`src/rtl/ftsm_regs.svh`:
```
/*
  Offsets, field positions and reset values of the fan sync and floor block.
  Assumes inclusion by bare name from the block's design files.
*/
`ifndef FTSM_REGS_SVH
`define FTSM_REGS_SVH

// ----------------------------------------------------------------------
// Register offsets
// ----------------------------------------------------------------------
`define FTSM_ADDR_CONFIG      8'h40
`define FTSM_ADDR_STATUS      8'h41
`define FTSM_ADDR_SYNC_FLOOR  8'h62
`define FTSM_ADDR_ACOU2       8'h63

// ----------------------------------------------------------------------
// Reset values
// ----------------------------------------------------------------------
`define FTSM_RST_SYNC_FLOOR   8'h00
`define FTSM_RST_ACOU2        8'h00
`define FTSM_RDATA_IDLE       8'h00

// ----------------------------------------------------------------------
// Field positions
// ----------------------------------------------------------------------
`define FTSM_BIT_LOCK         1
`define FTSM_BIT_SYNC         4
`define FTSM_BIT_FLOOR1       5
`define FTSM_BIT_FLOOR2       6
`define FTSM_BIT_FLOOR3       7
`define FTSM_DUTY_OFF         8'h00
`define FTSM_CHANNELS         3

`endif
```
`src/rtl/ftsm_pkg.sv`:
```
/*
  Types shared by the fan sync and floor block.
  Assumes the constants of ftsm_regs.svh are used beside it.
*/
package ftsm_pkg;

  typedef logic [7:0] ftsm_byte_t;

  typedef struct packed {
    ftsm_byte_t       sync_floor;
    ftsm_byte_t       acou2;
    logic             lock;
    ftsm_byte_t       rdata;
    ftsm_byte_t [2:0] duty;
    logic       [2:0] sense_gate;
    logic       [2:0] below_active;
  } ftsm_state_t;

endpackage

```
`src/rtl/ftsm_ctrl.sv`:
```
/*
  Sync and below-threshold floor settings for three fan drive outputs,
  with a global lock. Registers sit on a plain strobe port; read data
  stands in the cycle after the read strobe only.
  Assumes all inputs are synchronous to MCLK_IN and that the automatic
  loop supplies its computed duty, the minimum duty and the
  below-threshold indication per drive output.
*/
// Design decision made here: the address-and-strobe port.
//
// What this block does
// - Sync bit one: sense 2-4 follow drive 3
// - Sync bit zero: only sense 3-4 follow
// - Drive 1 below threshold: off or minimum
// - Drive 2 below threshold: off or minimum
// - Drive 3 below threshold: off or minimum
// - Lock set: settings registers ignore writes
// - Register 0x63 resets to 0x00
//
`timescale 1ns/1ns
`include "ftsm_regs.svh"

module ftsm_ctrl (
  // Clock and reset
  input  wire logic                   MCLK_IN,
  input  wire logic                   RESET_N_IN,
  // Register port
  input  wire logic [7:0]             REG_ADDR_IN,
  input  wire logic [7:0]             REG_WDATA_IN,
  input  wire logic                   REG_WR_IN,
  input  wire logic                   REG_RD_IN,
  output logic      [7:0]             REG_RDATA_OUT,
  // Automatic loop, per drive output
  input  wire logic [2:0]             AUTO_MODE_IN,
  input  wire logic [2:0]             BELOW_HYST_IN,
  input  wire logic [2:0][7:0]        CALC_DUTY_IN,
  input  wire logic [2:0][7:0]        MIN_DUTY_IN,
  // Drive output 3 level for speed sense gating
  input  wire logic                   FAN_DRIVE_OUTPUT_3_LEVEL_IN,
  // Outputs
  output logic      [2:0][7:0]        FAN_DRIVE_OUTPUT_DUTY_OUT,
  output logic      [2:0]             SPEED_SENSE_GATE_OUT,
  output logic                        LOCKED_OUT
);

  // ----------------------------------------------------------------------
  // State
  // ----------------------------------------------------------------------
  ftsm_pkg::ftsm_state_t state_ff;
  ftsm_pkg::ftsm_state_t nxt_state;

  logic                  wr_unlocked;
  logic                  sync_bit;
  logic [2:0]            floor_bits;

  assign sync_bit   = state_ff.sync_floor[`FTSM_BIT_SYNC];
  assign floor_bits = state_ff.sync_floor[`FTSM_BIT_FLOOR3:`FTSM_BIT_FLOOR1];
  assign wr_unlocked = REG_WR_IN && !state_ff.lock;

  // ----------------------------------------------------------------------
  // Next state
  // ----------------------------------------------------------------------
  always_comb begin
    nxt_state = state_ff;

    // Lock is set-once: only reset clears it, so a runaway write
    // cannot reopen the settings.
    if (REG_WR_IN && REG_ADDR_IN == `FTSM_ADDR_CONFIG &&
        REG_WDATA_IN[`FTSM_BIT_LOCK]) begin
      nxt_state.lock = 1'b1;
    end

    if (wr_unlocked && REG_ADDR_IN == `FTSM_ADDR_SYNC_FLOOR) begin
      nxt_state.sync_floor = REG_WDATA_IN;
    end
    if (wr_unlocked && REG_ADDR_IN == `FTSM_ADDR_ACOU2) begin
      nxt_state.acou2 = REG_WDATA_IN;
    end

    // Read data lives for one cycle only; unmapped reads return zero
    nxt_state.rdata = `FTSM_RDATA_IDLE;
    if (REG_RD_IN) begin
      case (REG_ADDR_IN)
        `FTSM_ADDR_CONFIG: begin
          nxt_state.rdata = `FTSM_RDATA_IDLE;
          nxt_state.rdata[`FTSM_BIT_LOCK] = state_ff.lock;
        end
        `FTSM_ADDR_STATUS: begin
          nxt_state.rdata = {2'b00, state_ff.below_active & floor_bits,
                             state_ff.below_active};
        end
        `FTSM_ADDR_SYNC_FLOOR: begin
          nxt_state.rdata = state_ff.sync_floor;
        end
        `FTSM_ADDR_ACOU2: begin
          nxt_state.rdata = state_ff.acou2;
        end
        default: begin
          nxt_state.rdata = `FTSM_RDATA_IDLE;
        end
      endcase
    end

    for (int ch = 0; ch < `FTSM_CHANNELS; ch++) begin
      nxt_state.below_active[ch] = AUTO_MODE_IN[ch] && BELOW_HYST_IN[ch];
      if (AUTO_MODE_IN[ch] && BELOW_HYST_IN[ch]) begin
        nxt_state.duty[ch] = floor_bits[ch] ? MIN_DUTY_IN[ch] : `FTSM_DUTY_OFF;
      end else begin
        nxt_state.duty[ch] = CALC_DUTY_IN[ch];
      end
    end

    // sense lockstep
    // Gate high means free running measurement; in lockstep the
    // sense input is only counted while drive output 3 is on.
    nxt_state.sense_gate[0] = sync_bit ? FAN_DRIVE_OUTPUT_3_LEVEL_IN : 1'b1;
    nxt_state.sense_gate[1] = FAN_DRIVE_OUTPUT_3_LEVEL_IN;
    nxt_state.sense_gate[2] = FAN_DRIVE_OUTPUT_3_LEVEL_IN;
  end

  // ----------------------------------------------------------------------
  // State register
  // ----------------------------------------------------------------------
  always_ff @(posedge MCLK_IN or negedge RESET_N_IN) begin
    if (!RESET_N_IN) begin
      state_ff.acou2        <= `FTSM_RST_ACOU2;
      state_ff.sync_floor   <= `FTSM_RST_SYNC_FLOOR;
      state_ff.lock         <= 1'b0;
      state_ff.rdata        <= `FTSM_RDATA_IDLE;
      state_ff.duty         <= '0;
      state_ff.sense_gate   <= 3'h7;
      state_ff.below_active <= 3'h0;
    end else begin
      state_ff <= nxt_state;
    end
  end

  // ----------------------------------------------------------------------
  // Outputs
  // ----------------------------------------------------------------------
  assign REG_RDATA_OUT             = state_ff.rdata;
  assign FAN_DRIVE_OUTPUT_DUTY_OUT = state_ff.duty;
  assign SPEED_SENSE_GATE_OUT      = state_ff.sense_gate;
  assign LOCKED_OUT                = state_ff.lock;

  logic rst_seen_ff;

  // Marks the first edge after reset release
  always_ff @(posedge MCLK_IN or negedge RESET_N_IN) begin
    if (!RESET_N_IN) begin
      rst_seen_ff <= 1'b0;
    end else begin
      rst_seen_ff <= 1'b1;
    end
  end
endmodule // ftsm_ctrl

```
`config.mk`:
```
export PLATFORM = sky130hd
export DESIGN_NAME = ftsm_ctrl
export DESIGN_NICKNAME = d
export VERILOG_FILES = /design/src/rtl/ftsm_pkg.sv /design/src/rtl/ftsm_ctrl.sv
export VERILOG_INCLUDE_DIRS = /design/src /design/src/rtl
export SDC_FILE = /design/constraint.sdc
export NUM_CORES = 1
export LEC_CHECK = 0
export BUFFER_PORTS_ARGS = -buffer_cell sky130_fd_sc_hd__buf_2
export CAP_MARGIN = 20
export CORE_AREA = 2 2 95 74
export CTS_CLUSTER_SIZE = 14
export DETAILED_ROUTE_END_ITERATION = 6
export DIE_AREA = 0 0 97 76
export PLACE_DENSITY = 0.75
export SLEW_MARGIN = 20
export SYNTH_ARGS = -nofsm -noshare
export SYNTH_HDL_FRONTEND = slang
export SYNTH_SLANG_ARGS = --single-unit
```
`constraint.sdc`:
```
create_clock -name MCLK_IN -period 4.2 [get_ports MCLK_IN]
set_input_delay 0.84 -clock MCLK_IN [delete_from_list [all_inputs] [get_ports MCLK_IN]]
set_output_delay 0.84 -clock MCLK_IN [all_outputs]
set_load 0.1 [all_outputs]
```
After elaboration in Yosys (flattened, before gate mapping). Index checks and enable logic that the tools add are counted. W data, S select, Z words.

Add/sub/neg operators: 0. $mul: 0. Divide/modulo/power cells: 0. $lt $le $gt $ge: 0. Eq/ne operators: 4. Shift-type cells: 0. Mux-type cells: 9. Bitwise operators: 1. Reductions and logical operators: 9.

Operators by type and width (number): $mux W8 (7); $eq A8 B7 Y1 const B (4); $pmux W8 S4 (1); $logic_and A1 B1 Y1 (8); $and A3 B3 Y3 (1); $logic_not A1 Y1 (1); $mux W1 (1).

Flip-flop bits (word level): 54. Bits in latches: 0. Bits in writable memories: 0. Bits in read-only memories: 0. Bits of input ports: 75. Word-level logic and storage cells: 32. Memories kept: 0.

Depth between registers and ports, before layout. Gate-level depths: netlist of the first run.

Word-level depth: 3. Gate-level depth with buffers: 4.

Worst setup path after synthesis of the first run. OpenSTA, ideal clock, no wires.

Path type: input to register. Start: input port REG_ADDR_IN[2]. End: register state_ff (netlist bit floor_bits[0]). Setup time: 125 ps. Arrival time: 2118 ps. Required time: 4075 ps. Slack: 1957 ps. Stages on the path: 3. Path buffers: 0. Cells stage by stage: or4b_4 -> nor3_4 -> mux2_2.

Longest elaborated chain between the ends: 2.

RTL lines: start, declared (RTL line ftsm_ctrl.sv:28) `input wire logic [7:0] REG_ADDR_IN,`; $eq A8 B7 Y1; $logic_and A1 B1 Y1 (no source line); end signal, assigned (RTL line ftsm_ctrl.sv:134) `state_ff <= nxt_state;`; end, declared (RTL line ftsm_ctrl.sv:49) `ftsm_pkg::ftsm_state_t state_ff;`.

No other way between the ends. A chain may end at the register's enable or synchronous reset.

Worst setup path after layout of the first run.
Start: input port REG_ADDR_IN[2]. End: register state_ff[41] in the netlist's numbering.

Same word-level chain as after synthesis.

==> flow_metrics.env, run 1 <==
export IMPL_syn_avg_cell_area_um2=10.6
export IMPL_start_util_pct=38.3
export IMPL_crit_start="REG_ADDR_IN[2]"
export IMPL_drive_gt1_share_pct=47.4
export IMPL_antenna_cells_inserted=0
export IMPL_slew_viol_final=0
export IMPL_grt_pass1_vias=1874
export IMPL_crit_path_end_kind="register"
export IMPL_cts_buffers=5
export IMPL_synth_largest_area_cell="dfrtp_1"
export IMPL_dieArea_um2=7370
export IMPL_clock_path_buffers=2
export IMPL_synth_top_area_share_pct=51.9
export IMPL_clk_pin_slew_ns=0.10
export IMPL_h_tree_depth=2
export IMPL_areaGrowthSynthToFinish_pct=20.5
export IMPL_post_route_period_util_pct=52.0
export IMPL_antenna_found_initial=0
export IMPL_tns_ns=0
export IMPL_clock_skew_ns=0.00987
export IMPL_worst_pin_slew_ns=0.853
export IMPL_die_y_um=76
export IMPL_final_hold_viol_count=0
export IMPL_holdBufCountCts=0
export IMPL_leakage_nw=1.57
export IMPL_ant_nets=0
export IMPL_async_flop_share_pct=100
export IMPL_ys_types=27
export IMPL_p_per_area_nw_per_um2=399
export IMPL_synth_edf_count=0
export IMPL_grt_usage_pct=14.6
export IMPL_drt_iter0_drc=80
export IMPL_fillCellCount=647
export IMPL_max_slew_margin_pct=42.3
export IMPL_cts_setup_buffers=0
export IMPL_worstPathArrival_ns=2.37
export IMPL_finalWirelength_um=5070
export IMPL_whs_ns=0.461
export IMPL_syn_nets=311
export IMPL_synthFlopType="dfrtp_1"
export IMPL_outcome="finished clean"
export IMPL_stdcell_area_um2=3020
export IMPL_fp_row_count=26
export IMPL_port_buffers=110
export IMPL_synth_seq_cells=54
export IMPL_hp_class="reg2reg"
export IMPL_yosys_top_cells_area="dfrtp_1 (52%), buf_4 (10%), mux2_2 (9.9%), nand2_1 (7.8%), o21ai_0 (4.8%)"
export IMPL_grt_start_max_net_pins=55
export IMPL_cp_max_fo=8
export IMPL_cts_sinks=54
export IMPL_io_pins=111
export IMPL_path_class="in2reg"
export IMPL_cts_tree="done"
export IMPL_wl_per_cell_um=12.8
export IMPL_clockRootBuffer="clkbuf_8"
export IMPL_worstSetupStartpointType="input port"
export IMPL_rrSetupSlack_ns=2.40
export IMPL_rsz0062_at_grt="false"
export IMPL_grt_ovfl_total=0
export IMPL_placed_area_um2=2880
export IMPL_via_per_inst=4.71
export IMPL_grt_pass1_wl_um=8800
export IMPL_seq_area_frac_synth_pct=54.0
export IMPL_r2r_start="LOCKED_OUT$_DFFE_PN0P_"
export IMPL_cts_resized=0
export IMPL_max_freq_mhz=457
export IMPL_core_area_um2=6540
export IMPL_vdd_drop_max_uv=154
export IMPL_ys_warn_count=0
export IMPL_drtPass1Iterations=4
export IMPL_hpwl_um=3790
export IMPL_cp_required_ns=4.39
export IMPL_clk_latency_ns=0.30
export IMPL_vias=1865
export IMPL_finalSetupViolations=0
export IMPL_fp_dieW_um=97
export IMPL_hp_start="state_ff[51]$_DFFE_PN0P_"
export IMPL_min_period_ns=2.19
export IMPL_drv_cap=0
export IMPL_drc=0
export IMPL_layout_nets=386
export IMPL_synth_cells=236
export IMPL_gp_congestion=0.730
export IMPL_synth_area_um2=2500
-- power by group --
part / switching (mW) / internal (mW)
combinational: 0.177 / 0.0564
sequential: 0.0127 / 0.544
clock: 0.159 / 0.254
-- kinds of logic after synthesis --
logic type / after synthesis / synth area share [%]
compound gates: 32 / 6.74
flops: 54 / 54.0
xor+xnor: 1 / 0.350
buf+inv: 46 / 12.1
simple gates: 79 / 16.0
mux: 24 / 10.7
-- critical path: stages --
cell and delay (ns):
buf_2 0.11, or4b_4 0.58, nor3_4 0.45, mux2_2 0.39
-- placed cells by master (no fill, tap or decap), types with 3 or more instances in the layout --
cell      instances
a21oi_1           6
buf_2           110
clkbuf_8          6
dfrtp_1          52
inv_1             3
mux2_2           22
nand2_1          52
nand3_1           8
nand4_1           3
o21ai_0          24
-- metrics by stage --
| stage | instances | util, % | setup slack (ns) | power, mW |
|---|---|---|---|---|
| 6_report | 396 | 46.2 | 2.01 | 1.20 |
| 5_1_grt | 396 | 46.2 | 1.96 | 1.26 |
| 4_1_cts | 396 | 46.2 | 2.03 | 1.22 |
| 3_5_place_dp | 388 | 44.0 | 1.70 | 0.803 |
| 3_3_place_gp | 388 | 44.0 | 1.73 | 0.800 |
| 2_1_floorplan | 236 | - | 1.96 | 0.753 |
-- layout make-up --
type	count	area [µm²]	share of cell area, %
clock inverter	2	60.1	1.99
tap	84	105	3.48
timing repair buffer	111	558	18.5
multi-input combinational	136	847	28.1
inverter	3	11.3	0.373
clock buffer	6	82.6	2.74
sequential	54	1350	44.9
-- state kept, by name (all words and copies together), names as in the netlist --
register and cells:
floor_bits 3, FAN_DRIVE_OUTPUT_DUTY_OUT 24, LOCKED_OUT 1, REG_RDATA_OUT 8
SPEED_SENSE_GATE_OUT 2, state_ff 16
-- routing by layer --
layer / track usage (%) / vias to the layer above / wire [µm] / part of all wire [%]
li1: - / 914 / - / -
met4: 3.38 / 0 / 36 / 0.71
met5: 0 / - / 0 / 0
met2: 25.0 / 64 / 2480 / 49
met3: 4.22 / 2 / 348 / 6.9
met1: 18.5 / 885 / 2210 / 44
-- final timing paths --
| path | cells past startpoint | end |
|---|---|---|
| worst max register to register | 3 | floor_bits[2]$_DFFE_PN0P_ |
| max in group asynchronous | 2 | FAN_DRIVE_OUTPUT_DUTY_OUT[4]$_DFF_PN0_ |
| worst min register to register | 1 | SPEED_SENSE_GATE_OUT[0]$_DFF_PN1_ |
| worst max-delay path | 4 | state_ff[41]$_DFFE_PN0P_ |
| min in group asynchronous | 2 | FAN_DRIVE_OUTPUT_DUTY_OUT[0]$_DFF_PN0_ |
| worst min-delay path | 1 | SPEED_SENSE_GATE_OUT[0]$_DFF_PN1_ |
-- cell usage after synthesis (2+ instances only) --
library cell,n
a21oi_1,6
buf_4,35
clkbuf_1,8
dfrtp_1,52
dfstp_2,2
inv_1,3
mux2_2,22
mux2i_1,2
nand2_1,52
nand3_1,8
nand3b_1,2
nand4_1,3
nor3_1,2
nor3_4,2
nor3b_1,2
o21ai_0,24
No activity file was read; power rests on OpenSTA's default activity.
==> inputs of run 2 (changes only) <==
Clock period 4.2 ns to 2.16 ns, I/O delays scaled along.
==> flow_metrics.env, run 2 (synthesis results as in run 1) <==
export IMPL_final_hold_viol_count=0
export IMPL_post_route_period_util_pct=81.9
export IMPL_cp_required_ns=2.34
export IMPL_slowest_delay_ns=0.58
export IMPL_grt_usage_pct=14.8
export IMPL_rsz0062_at_grt="false"
export IMPL_crit_path_end_kind="register"
export IMPL_leakage_nw=1.57
export IMPL_max_slew_margin_pct=60.3
export IMPL_crit_family="simple AND/OR/NAND/NOR gates"
export IMPL_grt_pass1_wl_um=8910
export IMPL_areaGrowthSynthToFinish_pct=20.6
export IMPL_min_period_ns=1.77
export IMPL_setup_slack_ns=0.391
export IMPL_drive_gt1_share_pct=47.8
export IMPL_slew_viol_final=0
export IMPL_clockRootBuffer="clkbuf_8"
export IMPL_cp_max_fo=8
export IMPL_fillCellCount=639
export IMPL_path_cells="buf_2 > or4b_4 > nor3_4 > mux2_2"
export IMPL_vias=1831
export IMPL_cts_sinks=54
export IMPL_wl_per_cell_um=12.8
export IMPL_grt_start_max_net_pins=33
export IMPL_holdBufCountCts=0
export IMPL_path_class="in2reg"
export IMPL_cp_slowest_cell="or4b_4"
export IMPL_hpwl_um=3960
export IMPL_layout_commonest_cell="buf_2"
export IMPL_core_area_um2=6540
export IMPL_tns_ns=0
export IMPL_cts_resized=0
export IMPL_outcome="finished clean"
export IMPL_rrSetupSlack_ns=0.47
export IMPL_largest_reg_flops=24
export IMPL_gp_congestion=0.727
export IMPL_clock_path_buffers=2
export IMPL_fp_dieW_um=97
export IMPL_crit_buf_inv=1
export IMPL_worst_pin_slew_ns=0.591
export IMPL_max_freq_mhz=565
export IMPL_finalSetupViolations=0
export IMPL_drc=0
export IMPL_grt_ovfl_total=0
export IMPL_p_per_area_nw_per_um2=696
export IMPL_clk_latency_ns=0.29
export IMPL_fp_row_count=26
export IMPL_drtPass1Iterations=4
export IMPL_hp_class="in2async"
export IMPL_dieArea_um2=7370
export IMPL_worstSetupStartpointType="input port"
export IMPL_drt_iter0_drc=128
export IMPL_clk_pin_slew_ns=0.09
export IMPL_drv_cap=0
export IMPL_cts_tree="done"
export IMPL_worstPathArrival_ns=1.95
export IMPL_antenna_cells_inserted=0
export IMPL_start_util_pct=38.3
export IMPL_io_pins=111
export IMPL_layout_nets=390
export IMPL_port_buffers=110
export IMPL_h_tree_depth=2
export IMPL_cts_buffers=5
export IMPL_antenna_found_initial=0
export IMPL_via_per_inst=4.58
export IMPL_finalWirelength_um=5110
export IMPL_final_cell_mix="buf_2 (110), dfrtp_1 (52), nand2_1 (52)"
export IMPL_ant_nets=0
export IMPL_dp_slack_ns=0.0633
export IMPL_cts_setup_buffers=0
export IMPL_die_y_um=76
export IMPL_clock_skew_ns=0.00278
export IMPL_vdd_drop_max_uv=241
export IMPL_grt_pass1_vias=1860
==> run 2: changes by cell type in the layout (fill, tap and decap cells not counted), sizes merged <==
cell,before,now
buf,111,115
bufinv,2,0
clkbuf,6,7
clkinv,0,1
==> run 2: worst paths after layout <==
| check | from | to | cells after the start |
|---|---|---|---|
| max | REG_ADDR_IN[2] | state_ff[46]$_DFFE_PN0P_ | 4 |
| min in group MCLK_IN | FAN_DRIVE_OUTPUT_3_LEVEL_IN | SPEED_SENSE_GATE_OUT[1]$_DFF_PN1_ | 1 |
| min | RESET_N_IN | FAN_DRIVE_OUTPUT_DUTY_OUT[0]$_DFF_PN0_ | 1 |
| min reg2reg | state_ff[51]$_DFFE_PN0P_ | SPEED_SENSE_GATE_OUT[0]$_DFF_PN1_ | 1 |
| max reg2reg | LOCKED_OUT$_DFFE_PN0P_ | state_ff[50]$_DFFE_PN0P_ | 4 |
| max in group asynchronous | RESET_N_IN | FAN_DRIVE_OUTPUT_DUTY_OUT[18]$_DFF_PN0_ | 2 |
==> run 2: final cells by class <==
class / instances / area, µm² / area share, %
clock buffers: 7 / 86.3 / 2.86
clock inverters: 1 / 5.00 / 0.166
inverters: 3 / 11.3 / 0.373
multi-input cells: 136 / 847 / 28.0
flip-flops and latches: 54 / 1350 / 44.8
well taps: 84 / 105 / 3.48
repair buffers: 115 / 613 / 20.3
==> run 2: routing by layer <==
layer  GRT usage [%]  vias to the layer above  part of all wire [%]
met4            3.66                        0                  0.61
met1            18.6                      848                    44
met3            3.94                        2                   6.1
li1                -                      919                     -
met2            25.6                       62                    50
met5               0                        -                     0
==> run 2: stage by stage <==
step,util (%),hold slack [ns],area [µm²],cells,total power [mW]
after floorplan,-,0.136,2500,236,1.46
after global placement,44.8,0.424,2930,392,1.56
after detailed placement,44.8,0.435,2930,392,1.57
after CTS,46.2,0.101,3020,400,2.14
after global routing,46.2,0.129,3020,400,2.22
final,46.2,0.0984,3020,400,2.10
==> run 2: worst reg2reg max path, cell delays in order (launching register included) <==
cell and delay (ns):
dfrtp_1 0.43, or3b_2 0.49, nor3_4 0.17, buf_12 0.16
mux2_2 0.33
==> run 2: power breakdown <==
part	internal, mW	switching (mW)
logic	0.115	0.347
clock network	0.259	0.301
registers	1.06	0.0241
